===== src/rtl/cs_decoder_defines.vh =====
// Constants for the chip-select decoder: register offsets, field positions,
// reset values and timing counts. Assumes inclusion by bare name.
`ifndef CS_DECODER_DEFINES_VH
`define CS_DECODER_DEFINES_VH

// ----------------------------------------
// Register map (byte addresses)
// ----------------------------------------
`define OFS_CFG0          8'h00
`define OFS_CFG4          8'h10
`define OFS_REMAP         8'h20
`define OFS_STATUS        8'h24
`define OFS_ABORT_ADDR    8'h28

// ----------------------------------------
// Config register fields
// ----------------------------------------
`define BASE_HI           31
`define BASE_LO           20
`define EN_BIT            13
`define BAT_BIT           12
`define TDF_HI            11
`define TDF_LO            9
`define PAGE_HI           8
`define PAGE_LO           7
`define WSE_BIT           5
`define NWS_HI            4
`define NWS_LO            2
`define DBW_HI            1
`define DBW_LO            0
`define CFG_USED_MASK     32'hFFF03FBF
`define CFG0_RESET        32'h00002000
`define CFGN_RESET        32'h00000000
`define REMAP_BIT         0

// ----------------------------------------
// Address map
// ----------------------------------------
`define BOOT_VECTOR       32'h00000000
`define BOOT_WINDOW_BITS  20
`define REGION_BITS       24
`define RAM_MIRROR_BASE   24'h800000
`define RAM_DEV_SEL_HI    22
`define RAM_DEV_SEL_LO    21

// ----------------------------------------
// Timing: bus clock of 32 MHz in half-clock phases
// ----------------------------------------
`define BUS_CYCLE_PS      31250
`define BUS_CYCLE_3WS_PS  125000
`define NUM_SELECTS       5

`endif


===== src/rtl/bus_cycle_timer.v =====
// Bus cycle timer: generates strobe and cycle lengths from the wait settings.
// Assumes one clock; start is a one-cycle pulse while idle.
`timescale 1ns/1ps
`include "cs_decoder_defines.vh"

module bus_cycle_timer (
   input  wire       sys_clk,
   input  wire       rst_b,
   input  wire       start,
   input  wire       wait_enable,
   input  wire [2:0] wait_count,
   input  wire [2:0] float_time,
   input  wire       ext_wait_b,
   output reg        strobe,
   output wire       busy,
   output reg        done
);

   // ----------------------------------------
   // Phases in half clocks: zero wait is 2 halves strobe; one wait adds
   // 1 strobe half and 1 hold half; each further wait adds 2 strobe halves
   // ----------------------------------------
   localparam ST_IDLE  = 2'd0;
   localparam ST_STRB  = 2'd1;
   localparam ST_HOLD  = 2'd2;
   localparam ST_FLOAT = 2'd3;

   reg [1:0] state_reg;
   reg [1:0] state_next;
   reg [4:0] cnt_reg;
   reg [4:0] cnt_next;
   reg [4:0] strobe_len;
   reg       hold_half;

   always @* begin
      strobe_len = 5'h02;
      hold_half  = 1'b0;
      if (wait_enable && (wait_count != 3'h0)) begin
         strobe_len = 5'h03 + {1'b0, (wait_count - 3'h1), 1'b0};
         hold_half  = 1'b1;
      end
   end

   assign busy = (state_reg != ST_IDLE);

   always @* begin
      state_next = state_reg;
      cnt_next   = cnt_reg;
      case (state_reg)
         ST_IDLE: begin
            if (start) begin
               state_next = ST_STRB;
               cnt_next   = strobe_len - 5'h01;
            end
         end
         ST_STRB: begin
            if (cnt_reg != 5'h00) begin
               cnt_next = cnt_reg - 5'h01;
            end else if (!ext_wait_b) begin
               cnt_next = 5'h00;
            end else if (hold_half) begin
               state_next = ST_HOLD;
            end else if (float_time != 3'h0) begin
               // No hold half here: one more count keeps the released bus
               // float as long as after a hold, since the selects lag a clock
               state_next = ST_FLOAT;
               cnt_next   = {1'b0, float_time, 1'b0};
            end else begin
               state_next = ST_IDLE;
            end
         end
         ST_HOLD: begin
            if (float_time != 3'h0) begin
               state_next = ST_FLOAT;
               cnt_next   = {1'b0, float_time, 1'b0} - 5'h01;
            end else begin
               state_next = ST_IDLE;
            end
         end
         ST_FLOAT: begin
            if (cnt_reg != 5'h00) begin
               cnt_next = cnt_reg - 5'h01;
            end else begin
               state_next = ST_IDLE;
            end
         end
         default: begin
            state_next = ST_IDLE;
         end
      endcase
   end

   always @(posedge sys_clk or negedge rst_b) begin
      if (!rst_b) begin
         state_reg <= ST_IDLE;
         cnt_reg   <= 5'h00;
         strobe    <= 1'b0;
         done      <= 1'b0;
      end else begin
         state_reg <= state_next;
         cnt_reg   <= cnt_next;
         strobe    <= (state_next == ST_STRB);
         done      <= busy && (state_next == ST_IDLE);
      end
   end

endmodule


===== src/rtl/chip_select_memory_decoder.v =====
// Chip-select decoder with AHB-Lite register slave and external bus port.
// Assumes one 32 MHz bus clock in hardware; sys_clk counts half-clock phases.
`timescale 1ns/1ps
`include "cs_decoder_defines.vh"

module chip_select_memory_decoder (
   input  wire        sys_clk,
   input  wire        rst_b,
   // AHB-Lite register slave
   input  wire        hsel,
   input  wire [31:0] haddr,
   input  wire [1:0]  htrans,
   input  wire        hwrite,
   input  wire [2:0]  hsize,
   input  wire [31:0] hwdata,
   input  wire        hready,
   output reg  [31:0] hrdata,
   output wire        hreadyout,
   output wire        hresp,
   // Straps
   input  wire        ram_size_strap_a,
   input  wire        ram_size_strap_b,
   input  wire [1:0]  ethernet_select_option,
   input  wire        decode_logic_fitted,
   // Processor-side memory access
   input  wire        mem_req,
   input  wire [31:0] mem_addr,
   input  wire        mem_write,
   input  wire        ext_wait_b,
   output wire [31:0] boot_vector,
   output wire        mem_busy,
   output reg         mem_done,
   output reg         data_abort,
   // External bus
   output reg  [23:0] ext_addr,
   output reg  [3:0]  ram_device_select_b,
   output reg         flash_select_b,
   output reg         ram_select_b,
   output reg         select_two_b,
   output reg         select_three_b,
   output reg         select_four_b,
   output reg         ethernet_select_b,
   output reg         read_strobe_b,
   output reg         write_strobe_b,
   output reg         byte_access_type,
   output reg  [1:0]  page_size_field,
   output reg  [1:0]  bus_width_code
);

   // ----------------------------------------
   // Register file
   // ----------------------------------------
   reg [31:0] cfg_reg [0:`NUM_SELECTS-1];
   reg        remap_reg;
   reg        strap_a_reg;
   reg        strap_b_reg;
   reg [1:0]  eth_opt_reg;
   reg        strap_taken_reg;
   reg [31:0] abort_addr_reg;
   reg        abort_flag_reg;

   reg        wr_pend_reg;
   reg [7:0]  wr_addr_reg;
   reg        rd_pend_reg;
   reg [7:0]  rd_addr_reg;

   wire       bus_take = hsel && hready && htrans[1];
   wire       abort_set;

   assign hreadyout   = 1'b1;
   assign hresp       = 1'b0;
   assign boot_vector = `BOOT_VECTOR;

   always @(posedge sys_clk or negedge rst_b) begin
      if (!rst_b) begin
         wr_pend_reg <= 1'b0;
         wr_addr_reg <= 8'h00;
         rd_pend_reg <= 1'b0;
         rd_addr_reg <= 8'h00;
      end else begin
         wr_pend_reg <= bus_take && hwrite;
         rd_pend_reg <= bus_take && !hwrite;
         if (bus_take) begin
            wr_addr_reg <= haddr[7:0];
            rd_addr_reg <= haddr[7:0];
         end
      end
   end

   // Straps caught on the first clock after release, never by the reset itself
   always @(posedge sys_clk or negedge rst_b) begin
      if (!rst_b) begin
         strap_taken_reg <= 1'b0;
         strap_a_reg     <= 1'b1;
         strap_b_reg     <= 1'b1;
         eth_opt_reg     <= 2'h0;
      end else if (!strap_taken_reg) begin
         strap_taken_reg <= 1'b1;
         strap_a_reg     <= ram_size_strap_a;
         strap_b_reg     <= ram_size_strap_b;
         eth_opt_reg     <= ethernet_select_option;
      end
   end

   genvar gi;
   generate
      for (gi = 0; gi < `NUM_SELECTS; gi = gi + 1) begin : g_cfg
         always @(posedge sys_clk or negedge rst_b) begin
            if (!rst_b) begin
               cfg_reg[gi] <= (gi == 0) ? `CFG0_RESET : `CFGN_RESET;
            end else if (wr_pend_reg && (wr_addr_reg == (`OFS_CFG0 + gi * 4))) begin
               cfg_reg[gi] <= hwdata & `CFG_USED_MASK;
            end
         end
      end
   endgenerate

   always @(posedge sys_clk or negedge rst_b) begin
      if (!rst_b) begin
         remap_reg      <= 1'b0;
         abort_flag_reg <= 1'b0;
         abort_addr_reg <= 32'h00000000;
      end else begin
         if (wr_pend_reg && (wr_addr_reg == `OFS_REMAP) && hwdata[`REMAP_BIT]) begin
            remap_reg <= 1'b1;
         end
         // New abort wins over a clear in the same cycle
         if (abort_set) begin
            abort_flag_reg <= 1'b1;
            abort_addr_reg <= mem_addr;
         end else if (wr_pend_reg && (wr_addr_reg == `OFS_STATUS) && hwdata[0]) begin
            abort_flag_reg <= 1'b0;
         end
      end
   end

   always @* begin
      hrdata = 32'h00000000;
      if (rd_pend_reg) begin
         case (rd_addr_reg)
            8'h00:          hrdata = cfg_reg[0];
            8'h04:          hrdata = cfg_reg[1];
            8'h08:          hrdata = cfg_reg[2];
            8'h0C:          hrdata = cfg_reg[3];
            `OFS_CFG4:      hrdata = cfg_reg[4];
            `OFS_REMAP:     hrdata = {31'h00000000, remap_reg};
            `OFS_STATUS:    hrdata = {24'h000000, eth_opt_reg, strap_b_reg, strap_a_reg,
                                      2'h0, remap_reg, abort_flag_reg};
            `OFS_ABORT_ADDR: hrdata = abort_addr_reg;
            default:        hrdata = 32'h00000000;
         endcase
      end
   end

   // ----------------------------------------
   // Address decode
   // ----------------------------------------
   reg [`NUM_SELECTS-1:0] hit;
   reg [2:0]              hit_idx;
   integer                k;

   always @* begin
      hit     = {`NUM_SELECTS{1'b0}};
      hit_idx = 3'h0;
      if (!remap_reg) begin
         hit[0] = (mem_addr[31:`BOOT_WINDOW_BITS] == 12'h000);
      end else begin
         for (k = 0; k < `NUM_SELECTS; k = k + 1) begin
            hit[k] = cfg_reg[k][`EN_BIT] &&
                     (mem_addr[31:`REGION_BITS] ==
                      cfg_reg[k][`BASE_HI:`REGION_BITS]);
         end
      end
      for (k = `NUM_SELECTS - 1; k >= 0; k = k - 1) begin
         if (hit[k]) begin
            hit_idx = k[2:0];
         end
      end
   end

   assign abort_set = mem_req && !mem_busy && (hit == {`NUM_SELECTS{1'b0}});

   // RAM device within the mirror area; straps select fitted size
   reg [23:0] ram_offset;
   reg [3:0]  ram_dev;
   always @* begin
      ram_offset = mem_addr[23:0];
      ram_dev    = 4'hF;
      if (decode_logic_fitted && (mem_addr[23] == `RAM_MIRROR_BASE >> 23)) begin
         ram_dev = ~(4'h1 << mem_addr[`RAM_DEV_SEL_HI:`RAM_DEV_SEL_LO]);
         case ({strap_b_reg, strap_a_reg})
            2'b11:   ram_offset = {5'h00, mem_addr[18:0]};
            2'b10:   ram_offset = {4'h0, mem_addr[19:0]};
            2'b01:   ram_offset = {3'h0, mem_addr[20:0]};
            default: ram_offset = {3'h0, mem_addr[20:0]};
         endcase
      end
   end

   // ----------------------------------------
   // Access sequencing
   // ----------------------------------------
   reg  [2:0] act_idx_reg;
   reg        act_write_reg;
   wire       start = mem_req && !mem_busy && (hit != {`NUM_SELECTS{1'b0}});
   wire       strobe;
   wire       tmr_done;
   wire       tmr_busy;

   // Busy until the registered strobes are back high, so no new request
   // can be taken while the bus still shows the last access
   assign mem_busy = tmr_busy || !(read_strobe_b && write_strobe_b);
   wire [31:0] act_cfg = cfg_reg[act_idx_reg];

   bus_cycle_timer u_timer (
      .sys_clk     (sys_clk),
      .rst_b       (rst_b),
      .start       (start),
      .wait_enable (cfg_reg[hit_idx][`WSE_BIT]),
      .wait_count  (cfg_reg[hit_idx][`NWS_HI:`NWS_LO]),
      .float_time  (cfg_reg[hit_idx][`TDF_HI:`TDF_LO]),
      .ext_wait_b  (ext_wait_b),
      .strobe      (strobe),
      .busy        (tmr_busy),
      .done        (tmr_done)
   );

   always @(posedge sys_clk or negedge rst_b) begin
      if (!rst_b) begin
         act_idx_reg         <= 3'h0;
         act_write_reg       <= 1'b0;
         ext_addr            <= 24'h000000;
         ram_device_select_b <= 4'hF;
         mem_done            <= 1'b0;
         data_abort          <= 1'b0;
      end else begin
         mem_done   <= tmr_done;
         data_abort <= abort_set;
         if (start) begin
            act_idx_reg   <= hit_idx;
            act_write_reg <= mem_write;
            ext_addr      <= (hit_idx == 3'h1) ? ram_offset : mem_addr[23:0];
            ram_device_select_b <= (hit_idx == 3'h1) ? ram_dev : 4'hF;
         end else if (!mem_busy) begin
            ram_device_select_b <= 4'hF;
         end
      end
   end

   // Selects follow the strobe so float time leaves the bus released
   always @(posedge sys_clk or negedge rst_b) begin
      if (!rst_b) begin
         flash_select_b    <= 1'b1;
         ram_select_b      <= 1'b1;
         select_two_b      <= 1'b1;
         select_three_b    <= 1'b1;
         select_four_b     <= 1'b1;
         ethernet_select_b <= 1'b1;
         read_strobe_b     <= 1'b1;
         write_strobe_b    <= 1'b1;
         byte_access_type  <= 1'b0;
         page_size_field   <= 2'h0;
         bus_width_code    <= 2'h0;
      end else begin
         flash_select_b    <= !(strobe && act_idx_reg == 3'h0);
         ram_select_b      <= !(strobe && act_idx_reg == 3'h1);
         select_two_b      <= !(strobe && act_idx_reg == 3'h2);
         select_three_b    <= !(strobe && act_idx_reg == 3'h3);
         select_four_b     <= !(strobe && act_idx_reg == 3'h4);
         ethernet_select_b <= !(strobe &&
                               act_idx_reg == (3'h2 + {1'b0, eth_opt_reg}));
         read_strobe_b     <= !(strobe && !act_write_reg);
         write_strobe_b    <= !(strobe && act_write_reg);
         byte_access_type  <= act_cfg[`BAT_BIT];
         page_size_field   <= act_cfg[`PAGE_HI:`PAGE_LO];
         bus_width_code    <= act_cfg[`DBW_HI:`DBW_LO];
      end
   end

endmodule


===== config.mk =====
export PLATFORM = sky130hd
export DESIGN_NAME = chip_select_memory_decoder
export DESIGN_NICKNAME = d
export VERILOG_FILES = /design/src/rtl/bus_cycle_timer.v /design/src/rtl/chip_select_memory_decoder.v
export VERILOG_INCLUDE_DIRS = /design/src /design/src/rtl
export SDC_FILE = /design/constraint.sdc
export NUM_CORES = 1
export LEC_CHECK = 0
export ABC_AREA = 1
export BUFFER_PORTS_ARGS = -buffer_cell sky130_fd_sc_hd__buf_2
export CAP_MARGIN = 25
export CORE_ASPECT_RATIO = 1.2
export CORE_MARGIN = 5
export CORE_UTILIZATION = 35
export DETAILED_ROUTE_END_ITERATION = 16
export GPL_ROUTABILITY_DRIVEN = 0
export GPL_TIMING_DRIVEN = 0
export PLACE_DENSITY_LB_ADDON = 0.1
export SLEW_MARGIN = 20
export SYNTH_ARGS = -nofsm -noshare
export SYNTH_HDL_FRONTEND = slang
export SYNTH_SLANG_ARGS = --single-unit

===== constraint.sdc =====
create_clock -name sys_clk -period 5.7 [get_ports sys_clk]
set_input_delay 1.425 -clock sys_clk [delete_from_list [all_inputs] [get_ports sys_clk]]
set_output_delay 1.425 -clock sys_clk [all_outputs]
set_load 0.01 [all_outputs]

Word-level counts from Yosys, hierarchy flattened:

Index checks and enable logic that the tools add are counted.

* add/sub/neg operators: 6
* multiply operators: 0
* div/mod/pow operators: 0
* $lt $le $gt $ge: 2
* equality and inequality tests: 30
* shift-type cells: 1
* multiplexer cells: 41
* bitwise operators: 3
* reduce and logical (&&, ||, !) cells: 59

Operators with widths (count)
* 32-bit case mux with 8 select lines: 1
* 32-bit binary-select mux with 3-bit select: 2
* 24-bit 2-to-1 mux: 2
* 21-bit case mux with 2 select lines: 1
* 8-bit equality test: 5
* 5-bit 2-to-1 mux: 8
* 1-bit logical AND: 33
* 32-bit 2-to-1 mux: 1
* 13-bit 2-to-1 mux: 2
* 8-bit by 6-bit equality test with 1-bit output, second input constant: 3
* 12-bit 2-to-1 mux: 2
* 4-bit 2-to-1 mux: 5
* 5-bit case mux with 4 select lines: 1
* 8-bit by 4-bit equality test with 1-bit output, second input constant: 2
* 3-bit 2-to-1 mux: 5
* 1-bit zero test: 12
* 12-bit zero test: 1
* 2-bit 2-to-1 mux: 6
* 5-bit nonzero test: 2
* 5-bit by 1-bit subtractor with 5-bit output, second input constant: 2
* 2-bit equality test, second input constant: 4
* 8-bit by 3-bit equality test with 1-bit output, second input constant: 1
* 8-bit by 5-bit equality test with 1-bit output, second input constant: 1
* 4-bit >= comparator, second input constant: 2
* 26 further kinds: 38

* bits in registers: 230
* bits in latches: 0
* bits in writable memories: 0
* bits in read-only memories: 0
* input port bits: 114
* output and inout port bits: 110
* word-level logic and storage cells: 178
* memories kept: 0

Logic depth before layout (Yosys ltp):

Gate-level depths: netlist of run 1.

* depth after elaboration: 21
* gate-level depth with buffers: 26
* mapped depth without buffers: 24

Hierarchy:

Synthesis of run 1 repeated with hierarchy kept, for this count alone.

* cells, all modules: 1494
* area total of the unflattened synthesis: 11918.9 um2

Modules (own cells, without submodules)
* chip_select_memory_decoder: times used 1, cells an instance 1377, area each 11101.9 um2, seq. area each 5549.1 um2
* bus_cycle_timer: times used 1, cells an instance 117, area each 817.0 um2, seq. area each 225.2 um2

Least setup slack after synthesis of run 1:

OpenSTA, ideal clock, no wires.

* path type: input to register
* start point: in mem_addr[28]
* end point: reg u_timer.cnt_reg[2]
* setup time: 122 ps
* data arrival time: 3622 ps
* data required time: 5578 ps
* setup slack: 1957 ps
* cell stages on the path: 21
* path buffers: 3
* path through: buf_4 -> xor2_1 -> nand3b_1 -> nor2_2 -> nor2_4 -> nand2_2 -> buf_6 -> buf_6 -> inv_1 -> nor2_1 -> o211ai_1 -> nand2_1 -> inv_1 -> ha_1 -> ha_1 -> inv_1 -> nand3_4 -> nand2_4 -> inv_6 -> nor2_2 -> a21oi_2

* longest elaborated chain between the ends: 18
* elaborated cells between the ends (all ways): 45
* classes of those cells: add/sub (4); eq/ne (9); mux (19); bitwise (1); reduce/logical (12)

RTL lines
* start: declaration: line chip_select_memory_decoder.v:27 `input wire [31:0] mem_addr,`
* 8-bit equality test: line chip_select_memory_decoder.v:170 `` (mem_addr[31:`REGION_BITS] == ``
* 1-bit logical AND: line chip_select_memory_decoder.v:169 `` hit[k] = cfg_reg[k][`EN_BIT] && ``
* 4-bit 2-to-1 mux: line chip_select_memory_decoder.v:165 `if (!remap_reg) begin`
* 3-bit 2-to-1 mux (5 in a row): line chip_select_memory_decoder.v:175 `if (hit[k]) begin`
* 3-bit inverter with 4-bit output (not written as such): line chip_select_memory_decoder.v:219, chip_select_memory_decoder.v:220, chip_select_memory_decoder.v:221
* 32-bit binary-select mux with 3-bit select: line chip_select_memory_decoder.v:219, chip_select_memory_decoder.v:220, chip_select_memory_decoder.v:221
* 12-bit 2-to-1 mux (not written as such) (2 in a row): line chip_select_memory_decoder.v:221 `` .float_time (cfg_reg[hit_idx][`TDF_HI:`TDF_LO]), ``
* 3-bit by 1-bit subtractor with 3-bit output or 3-bit nonzero test (tied branches): line bus_cycle_timer.v:39, bus_cycle_timer.v:38
* 2-bit by 4-bit adder with 5-bit output or 1-bit logical AND (tied branches): line bus_cycle_timer.v:39, bus_cycle_timer.v:38
* 5-bit 2-to-1 mux: line bus_cycle_timer.v:38 `if (wait_enable && (wait_count != 3'h0)) begin`
* 5-bit by 1-bit subtractor with 5-bit output: line bus_cycle_timer.v:53 `cnt_next = strobe_len - 5'h01;`
* 5-bit 2-to-1 mux: line bus_cycle_timer.v:51 `if (start) begin`
* 5-bit case mux with 4 select lines: line bus_cycle_timer.v:49 `case (state_reg)`
* end signal: assignment: line bus_cycle_timer.v:101 `cnt_reg <= cnt_next;`
* end: declaration: line bus_cycle_timer.v:30 `reg [4:0] cnt_reg;`

Several ways; a longest one is shown, not always the timed one. The select of a mux whose other input is x is not followed.
A chain may end at the register's enable or synchronous reset.

Worst setup path in the final report of run 1:

* start point: reg rd_addr_reg[1]
* end point: out hrdata[12]

* longest elaborated chain between the ends: 3
* elaborated cells between the ends (all ways): 10
* classes of those cells: eq/ne (7); mux (2); reduce/logical (1)

RTL lines
* start: declaration: line chip_select_memory_decoder.v:65 `reg [7:0] rd_addr_reg;`
* start signal: assignment: line chip_select_memory_decoder.v:85 `rd_addr_reg <= haddr[7:0];`
* 8-bit by 6-bit equality test with 1-bit output, or another cell as far along: line chip_select_memory_decoder.v:140 `case (rd_addr_reg)`
* 32-bit case mux with 8 select lines (*): line chip_select_memory_decoder.v:140
* 32-bit 2-to-1 mux (*): line chip_select_memory_decoder.v:139 `if (rd_pend_reg) begin`
* end: declaration: line chip_select_memory_decoder.v:17 `output reg [31:0] hrdata,`

Every way passes the cells marked *; elsewhere a longest branch is shown, timed or not.

==> implementation parameters, run 1 <==
Parameter                              Value

Final layout
  Post-route core utilization ... 42.5%
  Ratio of cells with drive above 1 in the final layout ... 19.7%
  Max reg flops ... 125
  Area overhead of the layout relative to synthesis ... 20.7%
  Number of nets in the final layout ... 1760

Global route
  GRT Resource Usage Total ... 23.2%
  Via count of the first global-routing pass ... 10500
  Overflow left after global routing ... 0
  Number of antenna violations at the first check in global routing ... 1
  Largest net degree at the start of global routing ... 91
  First-pass GRT wire length ... 65.3 mm

Die
  Placeable Area ... 0.0329 sq mm
  Die area ... 0.0368 sq mm
  Width of the die ... 176 microns
  Vert. Die Dim ... 209 microns
  Starting density of the core ... 35.2%
  Num rows ... 73
  # IOs ... 224

Yosys
  Mean instance size in the synthesized netlist ... 8.11 sq um
  Top flip-flop cell by instance count after synthesis ... sky130_fd_sc_hd__dfrtp_1
  Area fraction of the dominant cell type after synthesis ... 46.5%
  Count of synthesis-stage warnings from yosys ... 0
  Number of enable-type register cells in the synthesized netlist ... 0
  Fraction of registers with async set or reset after synthesis ... 100%
  Post-synth cell types ... 50
  Mapped Cells ... 1428
  Part of the Yosys area used for sequential elements ... 49.9%
  Netlist area before placement ... 0.0116 sq mm
  Most numerous cell in the Yosys netlist ... sky130_fd_sc_hd__nand2_1
  Largest area contributor in the synthesized netlist ... sky130_fd_sc_hd__dfrtp_1
  Synthesis-stage register bit count ... 230
  Area contributors post-synth ... sky130_fd_sc_hd__dfrtp_1, sky130_fd_sc_hd__nand2_1, sky130_fd_sc_hd__o21ai_0
  Ranking of synthesized cells by instance count ... sky130_fd_sc_hd__nand2_1, sky130_fd_sc_hd__dfrtp_1, sky130_fd_sc_hd__o21ai_0

STA
  Number of failing setup endpoints in the final timing report ... 0
  Final count of pins violating max slew ... 0
  Post-route worst setup slack ... 0.202 ns
  Worst Hold Slack ... 0.348 ns
  Min Tclk post-route ... 5.50 ns
  Setup TNS ... 0 ns
  Worst Max-Slew Pin Slew ... 1.08 ns
  Peak clock frequency supported by timing ... 182 MHz
  Total count of hold-check failures in the final report ... 0
  Unrepaired setup endpoints after global routing ... no
  Max Clock Skew ... 0.0220 ns
  Headroom to the max-slew limit ... 28.2%
  Post-route fraction of the period consumed by the critical path ... 96.5%

Critical path
  Crit path launch type ... flip-flop
  List of cells traversed by the critical path ... nor2_1 > inv_1 > nor3_1 > nand2_1 > clkinv_1 > clkbuf_1 > nand2_1 > a31oi_1 > buf_2
  Worst setup slack for register-to-register paths ... 2.40 ns
  Standard cell with the maximum stage delay on the critical path ... sky130_fd_sc_hd__clkbuf_1
  Cell seen most often among critical-path stages ... sky130_fd_sc_hd__nand2_1
  Arrival time of data at the critical path endpoint ... 4.07 ns
  Maximum fanout along the worst path ... 10
  Worst EP required ... 4.28 ns
  Kind of end point of the critical path ... output port
  Maximum single-stage delay on the critical path ... 0.71 ns
  Setup Crit Path Kind ... reg2out

Clock tree
  H-tree Lvls ... 1
  Resized cells post-CTS ... 0
  Setup Fix Bufs, Post-CTS ... 0
  Latest clock arrival within the worst-skew pair ... 0.54 ns
  Clock root buffer ... sky130_fd_sc_hd__clkbuf_16
  Bufs on Longest Clock Path ... 3
  Number of sinks driven by the clock tree ... 230
  CTS hold repair buffers ... 0
  CTS Buf Count ... 26
  Clock transition time at the flip-flop clock pins of the worst setup and hold paths ... 0.06 ns
  CTS tree ... built

Worst hold path
  Worst hold-check path type ... reg2reg

Power
  Cell area power density ... 333 mW/mm^2
  Leakage power of the design ... 0.00749 uW
  IR drop worst, VDD ... 0.185 mV

Route
  Final routed wirelength across all metal layers ... 43.2 mm
  DRT antenna net count ... 0
  Vias post-DR ... 10600
  Remaining DRCs ... 0
  Detail-routed net length per standard cell ... 20.8 microns
  Count of TritonRoute iterations in the first routing pass ... 5
  Via-per-instance ratio ... 5.13
  Number of DRC violations after detailed-routing iteration 0 ... 988

Placed design
  Setup Slack @ Placement ... 0.866 ns
  Count of port buffers added during placement ... 149
  HPWL after detailed placement ... 31.5 mm

Run
  Max Cap Violations ... 0

Outcome
  Outcome ... complete, no violations
final cells by class:
type / count / area [sq um]
fill: 3414 / 18900
sequential: 230 / 5770
multi-input combinational: 968 / 4740
timing repair buffer: 152 / 818
clock buffer: 37 / 773
inverter: 169 / 653
buffer: 94 / 534
tap: 412 / 515
clock inverter: 11 / 159
antenna: 1 / 2.50
per-stage QoR:
step,area (sq um),total power (uW),instances
detailed placement,13000,2860,2025
finish,14000,4660,2074
global placement,13000,2840,2022
CTS,14000,4690,2073
floorplan,11700,2540,1461
global route,14000,4890,2074
kinds of logic after synthesis:
| logic type | after synthesis | synth area share (%) |
|---|---|---|
| other | 2 | 0.0649 |
| XOR/XNOR | 15 | 1.13 |
| AND/OR/NAND/NOR | 596 | 22.3 |
| multiplexers | 6 | 0.584 |
| AO/OA/AOI/OAI | 311 | 15.2 |
| flip-flops | 230 | 49.9 |
| buffers and inverters | 263 | 10.3 |
| adder cells (fa/ha/maj) | 5 | 0.540 |
power breakdown:
| group | switching (uW) | leakage, uW | internal [uW] |
|---|---|---|---|
| combinational | 508 | 0.00465 | 304 |
| sequential | 139 | 0.00238 | 1870 |
| clock | 710 | 0.000465 | 1120 |
critical path, delay by kind of cell (launching register included):
family,cells,cell delay (ns)
simple gates,4,1.24
buf+inv,4,1.50
flops,1,0.38
compound gates,1,0.39
metal layers:
layer / vias up / part of all wire (%) / GRT usage (%)
met2: 448 / 48 / 38.7
met1: 5100 / 41 / 30.4
met5: - / 0 / 0
met4: 0 / 4.4 / 8.96
met3: 89 / 6.8 / 3.53
li1: 5004 / - / -
final timing paths:
path                           startpoint  cells past startpoint                  to
setup / recovery           rd_addr_reg[1]                      9          hrdata[12]
hold / removal               u_timer.done                      0            mem_done
setup reg to reg                remap_reg                     23  u_timer.cnt_reg[2]
hold reg to reg              u_timer.done                      0            mem_done
max in group asynchronous           rst_b                      3      select_three_b
min in group asynchronous           rst_b                      1      rd_addr_reg[1]
cell usage in the layout (no fill, tap or decap), types with 4 or more instances in the layout:
cell type and count:
sky130_fd_sc_hd__dfrtp_1 215, sky130_fd_sc_hd__nand4_1 9, sky130_fd_sc_hd__clkinv_2 6, sky130_fd_sc_hd__nor3_1 10
sky130_fd_sc_hd__buf_6 4, sky130_fd_sc_hd__buf_2 152, sky130_fd_sc_hd__conb_1 35, sky130_fd_sc_hd__clkbuf_1 51
sky130_fd_sc_hd__nand3_2 10, sky130_fd_sc_hd__nand3_1 41, sky130_fd_sc_hd__o21ai_1 11, sky130_fd_sc_hd__nor2_2 6
sky130_fd_sc_hd__nand2_2 11, sky130_fd_sc_hd__o21ai_0 184, sky130_fd_sc_hd__xor2_1 7, sky130_fd_sc_hd__xnor2_1 8
sky130_fd_sc_hd__clkbuf_8 6, sky130_fd_sc_hd__a31oi_1 16, sky130_fd_sc_hd__mux2_2 6, sky130_fd_sc_hd__nor2_1 77
sky130_fd_sc_hd__o22ai_1 32, sky130_fd_sc_hd__nor2_4 4, sky130_fd_sc_hd__dfstp_2 15, sky130_fd_sc_hd__nand3b_1 5
sky130_fd_sc_hd__a21oi_1 28, sky130_fd_sc_hd__a221oi_1 20, sky130_fd_sc_hd__clkbuf_16 27, sky130_fd_sc_hd__buf_4 40
sky130_fd_sc_hd__a21oi_2 4, sky130_fd_sc_hd__bufinv_16 4, sky130_fd_sc_hd__nand2_1 406, sky130_fd_sc_hd__ha_1 5
sky130_fd_sc_hd__inv_2 11, sky130_fd_sc_hd__inv_1 154
Power figures use the tool's default switching activity.
==> run 2: changes to the inputs <==
==> constraint.sdc (replaced) <==
create_clock -name sys_clk -period 5.6 [get_ports sys_clk]
set_input_delay 1.4 -clock sys_clk [delete_from_list [all_inputs] [get_ports sys_clk]]
set_output_delay 1.4 -clock sys_clk [all_outputs]
set_load 0.01 [all_outputs]
==> run 2 against run 1 <==
  * Sequential share of layout area about the same
  * Via count about the same
  * Sequential cell count unchanged
  * Largest cell class unchanged
  * Clock power increased by 2%
  * Non-clock buffer count unchanged
  * Count of clock-buffer cells in the layout unchanged
  * Routed wire length about the same
  * Core utilization about the same
  * Worst hold slack about the same
  * Die area unchanged
  * Final cell count unchanged
  * Combinational power increased by 2%
==> implementation parameters, run 2 (synthesis results as in run 1) <==
Parameter                              Value

Final layout
  Most common library cell in the layout ignoring fill and taps ... sky130_fd_sc_hd__nand2_1
  Post-route core utilization ... 42.5% (about the same)
  Number of nets in the final layout ... 1760 (unchanged)
  Number of standard cells in the final layout excluding fillers ... 2074 (unchanged)
  Top library cells by usage in the layout, fill and taps aside ... sky130_fd_sc_hd__nand2_1, sky130_fd_sc_hd__dfrtp_1, sky130_fd_sc_hd__o21ai_0, sky130_fd_sc_hd__inv_1, sky130_fd_sc_hd__buf_2
  Area overhead of the layout relative to synthesis ... 20.7% (about the same)
  Ratio of cells with drive above 1 in the final layout ... 19.7% (+0.060 points)
  Max reg flops ... 125 (unchanged)

STA
  Post-route fraction of the period consumed by the critical path ... 93.0%
  Worst Max-Slew Pin Slew ... 1.09 ns (+0.00826 ns)
  Min Tclk post-route ... 5.21 ns
  Total count of hold-check failures in the final report ... 0 (unchanged)
  Max Clock Skew ... 0.0189 ns (-0.00312 ns)
  Peak clock frequency supported by timing ... 192 MHz
  Unrepaired setup endpoints after global routing ... no
  Post-route worst setup slack ... 0.391 ns (+0.189 ns)
  Number of failing setup endpoints in the final timing report ... 0 (unchanged)
  Final count of pins violating max slew ... 0 (unchanged)
  Headroom to the max-slew limit ... 27.6% (-0.55 points)

Critical path
  Maximum single-stage delay on the critical path ... 0.73 ns (+0.02 ns)
  Family with the most delay on the worst path ... buffers and inverters
  Reg-to-Reg Start ... remap_reg
  Kind of end point of the critical path ... output port
  Worst EP required ... 4.20 ns (-0.08 ns)
  Arrival time of data at the critical path endpoint ... 3.81 ns (-0.26 ns)
  List of cells traversed by the critical path ... nor2_1 > inv_1 > nor3_1 > inv_1 > nor4_4 > clkbuf_1 > a221oi_1 > a21oi_1 > buf_2
  Crit path launch type ... flip-flop
  Cell seen most often among critical-path stages ... sky130_fd_sc_hd__inv_1
  Setup Crit Path Kind ... reg2out
  CP bufs+invs ... 4 (unchanged)
  Standard cell with the maximum stage delay on the critical path ... sky130_fd_sc_hd__clkbuf_1
  Worst setup slack for register-to-register paths ... 2.31 ns (-0.09 ns)
  Worst r2r dst ... u_timer.cnt_reg[2]
  Number of cell instances on the worst register-to-register path ... 23 (unchanged)
  Maximum fanout along the worst path ... 10 (unchanged)

Die
  Die area ... 0.0368 sq mm (unchanged)
  # IOs ... 224 (unchanged)
  Num rows ... 73 (unchanged)
  Starting density of the core ... 35.2% (unchanged)
  Width of the die ... 176 microns (unchanged)
  Placeable Area ... 0.0329 sq mm (unchanged)
  Vert. Die Dim ... 209 microns (unchanged)

Route
  Vias post-DR ... 10600 (-0.038%)
  Number of DRC violations after detailed-routing iteration 0 ... 970 (-1.8%)
  DRT antenna net count ... 0 (unchanged)
  Via-per-instance ratio ... 5.13 (about the same)
  Final routed wirelength across all metal layers ... 43.2 mm (about the same)
  Remaining DRCs ... 0 (unchanged)
  Count of TritonRoute iterations in the first routing pass ... 8 (+3)
  Detail-routed net length per standard cell ... 20.9 microns (about the same)

Clock tree
  CTS Buf Count ... 26 (unchanged)
  Latest clock arrival within the worst-skew pair ... 0.54 ns (about the same)
  Bufs on Longest Clock Path ... 3 (unchanged)
  Clock root buffer ... sky130_fd_sc_hd__clkbuf_16
  Number of sinks driven by the clock tree ... 230 (unchanged)
  CTS tree ... built
  Clock transition time at the flip-flop clock pins of the worst setup and hold paths ... 0.06 ns (about the same)
  CTS hold repair buffers ... 0 (unchanged)
  H-tree Lvls ... 1 (unchanged)

Placed design
  Setup Slack @ Placement ... 0.791 ns (-0.0750 ns)
  Count of port buffers added during placement ... 149 (unchanged)
  Placed Instances ... 2025 (unchanged)
  HPWL after detailed placement ... 31.5 mm (unchanged)

Worst hold path
  Worst hold-check path type ... reg2reg
  Worst hold path cell count ... 0 (unchanged)
  Startpoint of the lowest-slack hold path ... u_timer.done
  Endpoint of the worst hold path ... mem_done

Global route
  Number of antenna violations at the first check in global routing ... 1 (unchanged)
  First-pass GRT wire length ... 65.3 mm (unchanged)
  Overflow left after global routing ... 0 (unchanged)
  Largest net degree at the start of global routing ... 91 (unchanged)
  GRT Resource Usage Total ... 23.2% (unchanged)
  Via count of the first global-routing pass ... 10500 (unchanged)

Power
  Total Power Consumption ... 4740 uW (+1.8%)
  IR drop worst, VDD ... 0.188 mV (+1.4%)
  Cell area power density ... 339 mW/mm^2 (+1.8%)
  Leakage power of the design ... 0.00750 uW (about the same)

Run
  Max Cap Violations ... 0 (unchanged)

Outcome
  Outcome ... complete, no violations
[run 2: cell count changes in the layout (fill, tap and decap cells not counted)]
cell,before,now
sky130_fd_sc_hd__clkbuf_2,0,1
sky130_fd_sc_hd__clkbuf_1,51,50
[run 2: layout make-up]
type	instances	area, sq um
Tap cell	412	515
Timing Repair Buffer	152	818
Clock buffer	37	773
Inverter	169	653
Multi-Input combinational cell	968	4740
Antenna cell	1	2.50
Fill cell	3414	18900
Buffer	94	536
Sequential cell	230	5770
Clock inverter	11	159
[run 2: how the worst max path moves through the flow]
stage                         end            from  slack, ns  cells after the start
2_1_floorplan  u_timer.cnt_reg[2]    mem_addr[28]       1.88                     21
3_3_place_gp   u_timer.cnt_reg[0]           rst_b      -1.22                      1
3_5_place_dp           hrdata[12]  rd_addr_reg[1]       0.79                      9
4_1_cts                hrdata[12]  rd_addr_reg[1]       0.19                      9
5_1_grt                 hrdata[5]  rd_addr_reg[7]       0.17                      9
6_report                hrdata[5]  rd_addr_reg[7]       0.39                      9
[run 2: worst reg2reg max path: stages, from the launching register on]
cell and delay (ns):
sky130_fd_sc_hd__dfrtp_1 0.47, sky130_fd_sc_hd__inv_1 0.20, sky130_fd_sc_hd__nor2_1 0.15, sky130_fd_sc_hd__nand2_1 0.06
sky130_fd_sc_hd__nor2_1 0.08, sky130_fd_sc_hd__nand2_1 0.09, sky130_fd_sc_hd__nand2_1 0.10, sky130_fd_sc_hd__nand2_2 0.09
sky130_fd_sc_hd__nand2_2 0.10, sky130_fd_sc_hd__buf_6 0.16, sky130_fd_sc_hd__buf_6 0.17, sky130_fd_sc_hd__inv_1 0.11
sky130_fd_sc_hd__nor2_1 0.10, sky130_fd_sc_hd__o211ai_1 0.10, sky130_fd_sc_hd__nand2_1 0.14, sky130_fd_sc_hd__inv_1 0.07
sky130_fd_sc_hd__ha_1 0.22, sky130_fd_sc_hd__ha_1 0.18, sky130_fd_sc_hd__inv_1 0.15, sky130_fd_sc_hd__nand3_4 0.11
sky130_fd_sc_hd__nand2_4 0.12, sky130_fd_sc_hd__inv_6 0.07, sky130_fd_sc_hd__nor2_2 0.09, sky130_fd_sc_hd__a21oi_2 0.04
[run 2: power by group]
group / switching, uW / internal (uW)
combinational: 516 / 310
sequential: 141 / 1910
clock: 722 / 1140
[run 2: metrics by stage]
step | TNS [ns] | instance area, sq um | hold WS (ns)
finish | 0 | 14000 | 0.348
global route | 0 | 14000 | 0.357
CTS | 0 | 14000 | 0.349
detailed placement | 0 | 13000 | 0.335
global placement | -254.67 | 13000 | 0.331
floorplan | 0 | 11700 | 0.331
[run 2: timing repair]
item / in CTS / in global routing
endpoints found under the setup margin: 0 / 1
setup buffers: 0 / 0
resized for setup: 0 / 2
[run 2: routing by layer]
layer,global-route usage [%],vias up,part of all wire [%]
met5,0,-,0
met4,8.96,0,4.2
met3,3.53,77,6.7
met2,38.7,428,48
met1,30.4,5119,41
li1,-,5013,-
==> run 3: changes to the inputs <==
--- a/config.mk
+++ b/config.mk
@@ -15,7 +15,9 @@
 export DETAILED_ROUTE_END_ITERATION = 16
 export GPL_ROUTABILITY_DRIVEN = 0
 export GPL_TIMING_DRIVEN = 0
+export HOLD_SLACK_MARGIN = 0.06
 export PLACE_DENSITY_LB_ADDON = 0.1
+export SETUP_SLACK_MARGIN = 0.1
 export SLEW_MARGIN = 20
 export SYNTH_ARGS = -nofsm -noshare
 export SYNTH_HDL_FRONTEND = slang
==> constraint.sdc (replaced) <==
create_clock -name sys_clk -period 5.2 [get_ports sys_clk]
set_input_delay 1.3 -clock sys_clk [delete_from_list [all_inputs] [get_ports sys_clk]]
set_output_delay 1.3 -clock sys_clk [all_outputs]
set_load 0.01 [all_outputs]
==> run 3 against run 2 <==
  * Largest power group unchanged
  * Sequential power up 8%
  * Critical endpoint is now hrdata[9]
  * Sequential share of layout area shrank 0.063 points
  * Clock power grew 7%
  * Critical path depth stayed put
  * First-iteration DRC count down 0.72%
  * Setup slack lost 0.043 ns
  * Routed wire length is 0.19% higher
  * Register-to-register slack lost 0.41 ns
==> implementation parameters, run 3 (synthesis results as in run 1) <==
Parameter                              Value

Clock tree
  CTS Buf Count ... 26 (unchanged)
  Clock transition time at the flip-flop clock pins of the worst setup and hold paths ... 0.06 ns (about the same)
  Bufs on Longest Clock Path ... 3 (unchanged)
  CTS hold repair buffers ... 0 (unchanged)
  Clock root buffer ... sky130_fd_sc_hd__clkbuf_16
  H-tree Lvls ... 1 (unchanged)
  Number of sinks driven by the clock tree ... 230 (unchanged)
  CTS tree ... built
  Latest clock arrival within the worst-skew pair ... 0.54 ns (about the same)

Critical path
  List of cells traversed by the critical path ... nor2_1 > inv_1 > nor3_1 > nand2_1 > inv_1 > clkbuf_1 > nand2_1 > a31oi_1 > buf_2
  Kind of end point of the critical path ... output port
  Worst setup slack for register-to-register paths ... 1.90 ns (-0.41 ns)
  Maximum single-stage delay on the critical path ... 0.68 ns (-0.05 ns)
  Arrival time of data at the critical path endpoint ... 3.55 ns (-0.26 ns)
  Setup Crit Path Kind ... reg2out
  Number of cell instances on the worst register-to-register path ... 23 (unchanged)
  Setup crit start ... rd_addr_reg[1]
  Maximum fanout along the worst path ... 10 (unchanged)
  Standard cell with the maximum stage delay on the critical path ... sky130_fd_sc_hd__clkbuf_1
  Worst r2r dst ... u_timer.cnt_reg[2]
  Reg-to-Reg Start ... remap_reg
  Crit path launch type ... flip-flop
  Worst EP required ... 3.90 ns (-0.30 ns)
  Worst setup endpoint ... hrdata[9]

STA
  Number of failing setup endpoints in the final timing report ... 0 (unchanged)
  Total count of hold-check failures in the final report ... 0 (unchanged)
  Min Tclk post-route ... 4.85 ns
  Post-route fraction of the period consumed by the critical path ... 93.3%
  Max Clock Skew ... 0.0204 ns (+0.00147 ns)
  Worst Max-Slew Pin Slew ... 0.928 ns (-0.158 ns)
  Peak clock frequency supported by timing ... 206 MHz
  Worst Hold Slack ... 0.348 ns (-0.00000500 ns)
  Final count of pins violating max slew ... 0 (unchanged)
  Unrepaired setup endpoints after global routing ... no
  Setup TNS ... 0 ns (unchanged)
  Headroom to the max-slew limit ... 38.1% (+11 points)

Placed design
  HPWL after detailed placement ... 31.5 mm (unchanged)
  Placement Cell Area ... 0.0130 sq mm (unchanged)
  Count of port buffers added during placement ... 149 (unchanged)

Final layout
  Area occupied by multi-input gates ... 0.00475 sq mm (+0.16%)
  Post-route core utilization ... 42.6% (+0.065 points)
  Max reg flops ... 125 (unchanged)
  Area overhead of the layout relative to synthesis ... 20.9%
  Ratio of cells with drive above 1 in the final layout ... 20.0% (+0.29 points)
  Final instance area ... 0.0140 sq mm (+0.15%)
  Most common library cell in the layout ignoring fill and taps ... sky130_fd_sc_hd__nand2_1
  Top library cells by usage in the layout, fill and taps aside ... sky130_fd_sc_hd__nand2_1, sky130_fd_sc_hd__dfrtp_1, sky130_fd_sc_hd__o21ai_0, sky130_fd_sc_hd__inv_1, sky130_fd_sc_hd__buf_2
  FF/Latch Area ... 0.00577 sq mm (unchanged)
  Filler cells ... 3412 (-0.059%)
  Number of nets in the final layout ... 1761 (+0.057%)

Route
  Remaining DRCs ... 0 (unchanged)
  Final routed wirelength across all metal layers ... 43.3 mm (+0.19%)
  DRT antenna net count ... 0 (unchanged)
  Vias post-DR ... 10600 (-0.028%)
  Count of TritonRoute iterations in the first routing pass ... 7 (-1)
  Number of DRC violations after detailed-routing iteration 0 ... 963 (-0.72%)
  Via-per-instance ratio ... 5.12 (about the same)
  Detail-routed net length per standard cell ... 20.9 microns (+0.14%)

Outcome
  Outcome ... complete, no violations

Die
  Die area ... 0.0368 sq mm (unchanged)
  Vert. Die Dim ... 209 microns (unchanged)
  Num rows ... 73 (unchanged)
  Placeable Area ... 0.0329 sq mm (unchanged)
  Width of the die ... 176 microns (unchanged)
  Starting density of the core ... 35.2% (unchanged)
  # IOs ... 224 (unchanged)

Global route
  Number of antenna violations at the first check in global routing ... 1 (unchanged)
  Via count of the first global-routing pass ... 10500 (+0.048%)
  Largest net degree at the start of global routing ... 91 (unchanged)
  GRT Resource Usage Total ... 23.2% (about the same)
  Overflow left after global routing ... 0 (unchanged)
  First-pass GRT wire length ... 65.3 mm (about the same)

Run
  Max Cap Violations ... 0 (unchanged)

Power
  IR drop worst, VDD ... 0.204 mV (+8.7%)
  Leakage power of the design ... 0.00751 uW (+0.18%)
  Total Power Consumption ... 5110 uW (+7.7%)
  Cell area power density ... 365 mW/mm^2 (+7.6%)

Worst hold path
  Worst hold-check path type ... reg2reg
==> run 3: cell type report <==
class / count / area share (%)
antenna: 1 / 0.0179
sequential: 230 / 41.3
timing repair buffer: 153 / 5.90
multi-input combinational: 968 / 33.9
clock buffer: 37 / 5.53
inverter: 169 / 4.69
clock inverter: 11 / 1.14
tap: 412 / 3.68
buffer: 94 / 3.85
==> run 3: per-layer routing <==
metal	global-route usage (%)	wire length (microns)
met5	0	0
met4	8.96	1860
met2	38.7	20700
met1	30.4	17800
met3	3.53	2970
==> run 3: critical path: cells and delay by family (launching register included) <==
family                 cells  cell delay, ns
flip-flops                 1            0.38
AND/OR/NAND/NOR            4            0.92
AO/OA/AOI/OAI              1            0.32
buffers and inverters      4            1.36
==> run 3: metrics by stage <==
| stage | std cells | setup slack [ns] |
|---|---|---|
| CTS | 2073 | 0.113 |
| floorplan | 1461 | 1.58 |
| global route | 2075 | 0.192 |
| detailed placement | 2025 | 0.491 |
| finish | 2075 | 0.348 |
| global placement | 2022 | -1.52 |
==> run 3: worst min-delay path by stage <==
stage | cells past startpoint | startpoint | slack (ns) | to
after floorplan | 0 | u_timer.done | 0.33 | mem_done
after global routing | 0 | u_timer.done | 0.36 | mem_done
after detailed placement | 0 | u_timer.done | 0.33 | mem_done
final | 0 | u_timer.done | 0.35 | mem_done
after CTS | 0 | u_timer.done | 0.35 | mem_done
after global placement | 0 | u_timer.done | 0.33 | mem_done
==> run 3: what timing repair did <==
action / CTS / global route
endpoints found under the setup margin: 11 / 16
cloned: 0 / 0
gates resized for setup: 2 / 6
buffers inserted: 0 / 1
pin swaps: 0 / 1
==> run 3: power by group <==
part | total (uW) | switching [uW] | internal (uW) | leakage, uW
Clock | 2010 | 780 | 1230 | 0.000465
Sequential | 2210 | 153 | 2050 | 0.00238
Combinational | 890 | 556 | 334 | 0.00466
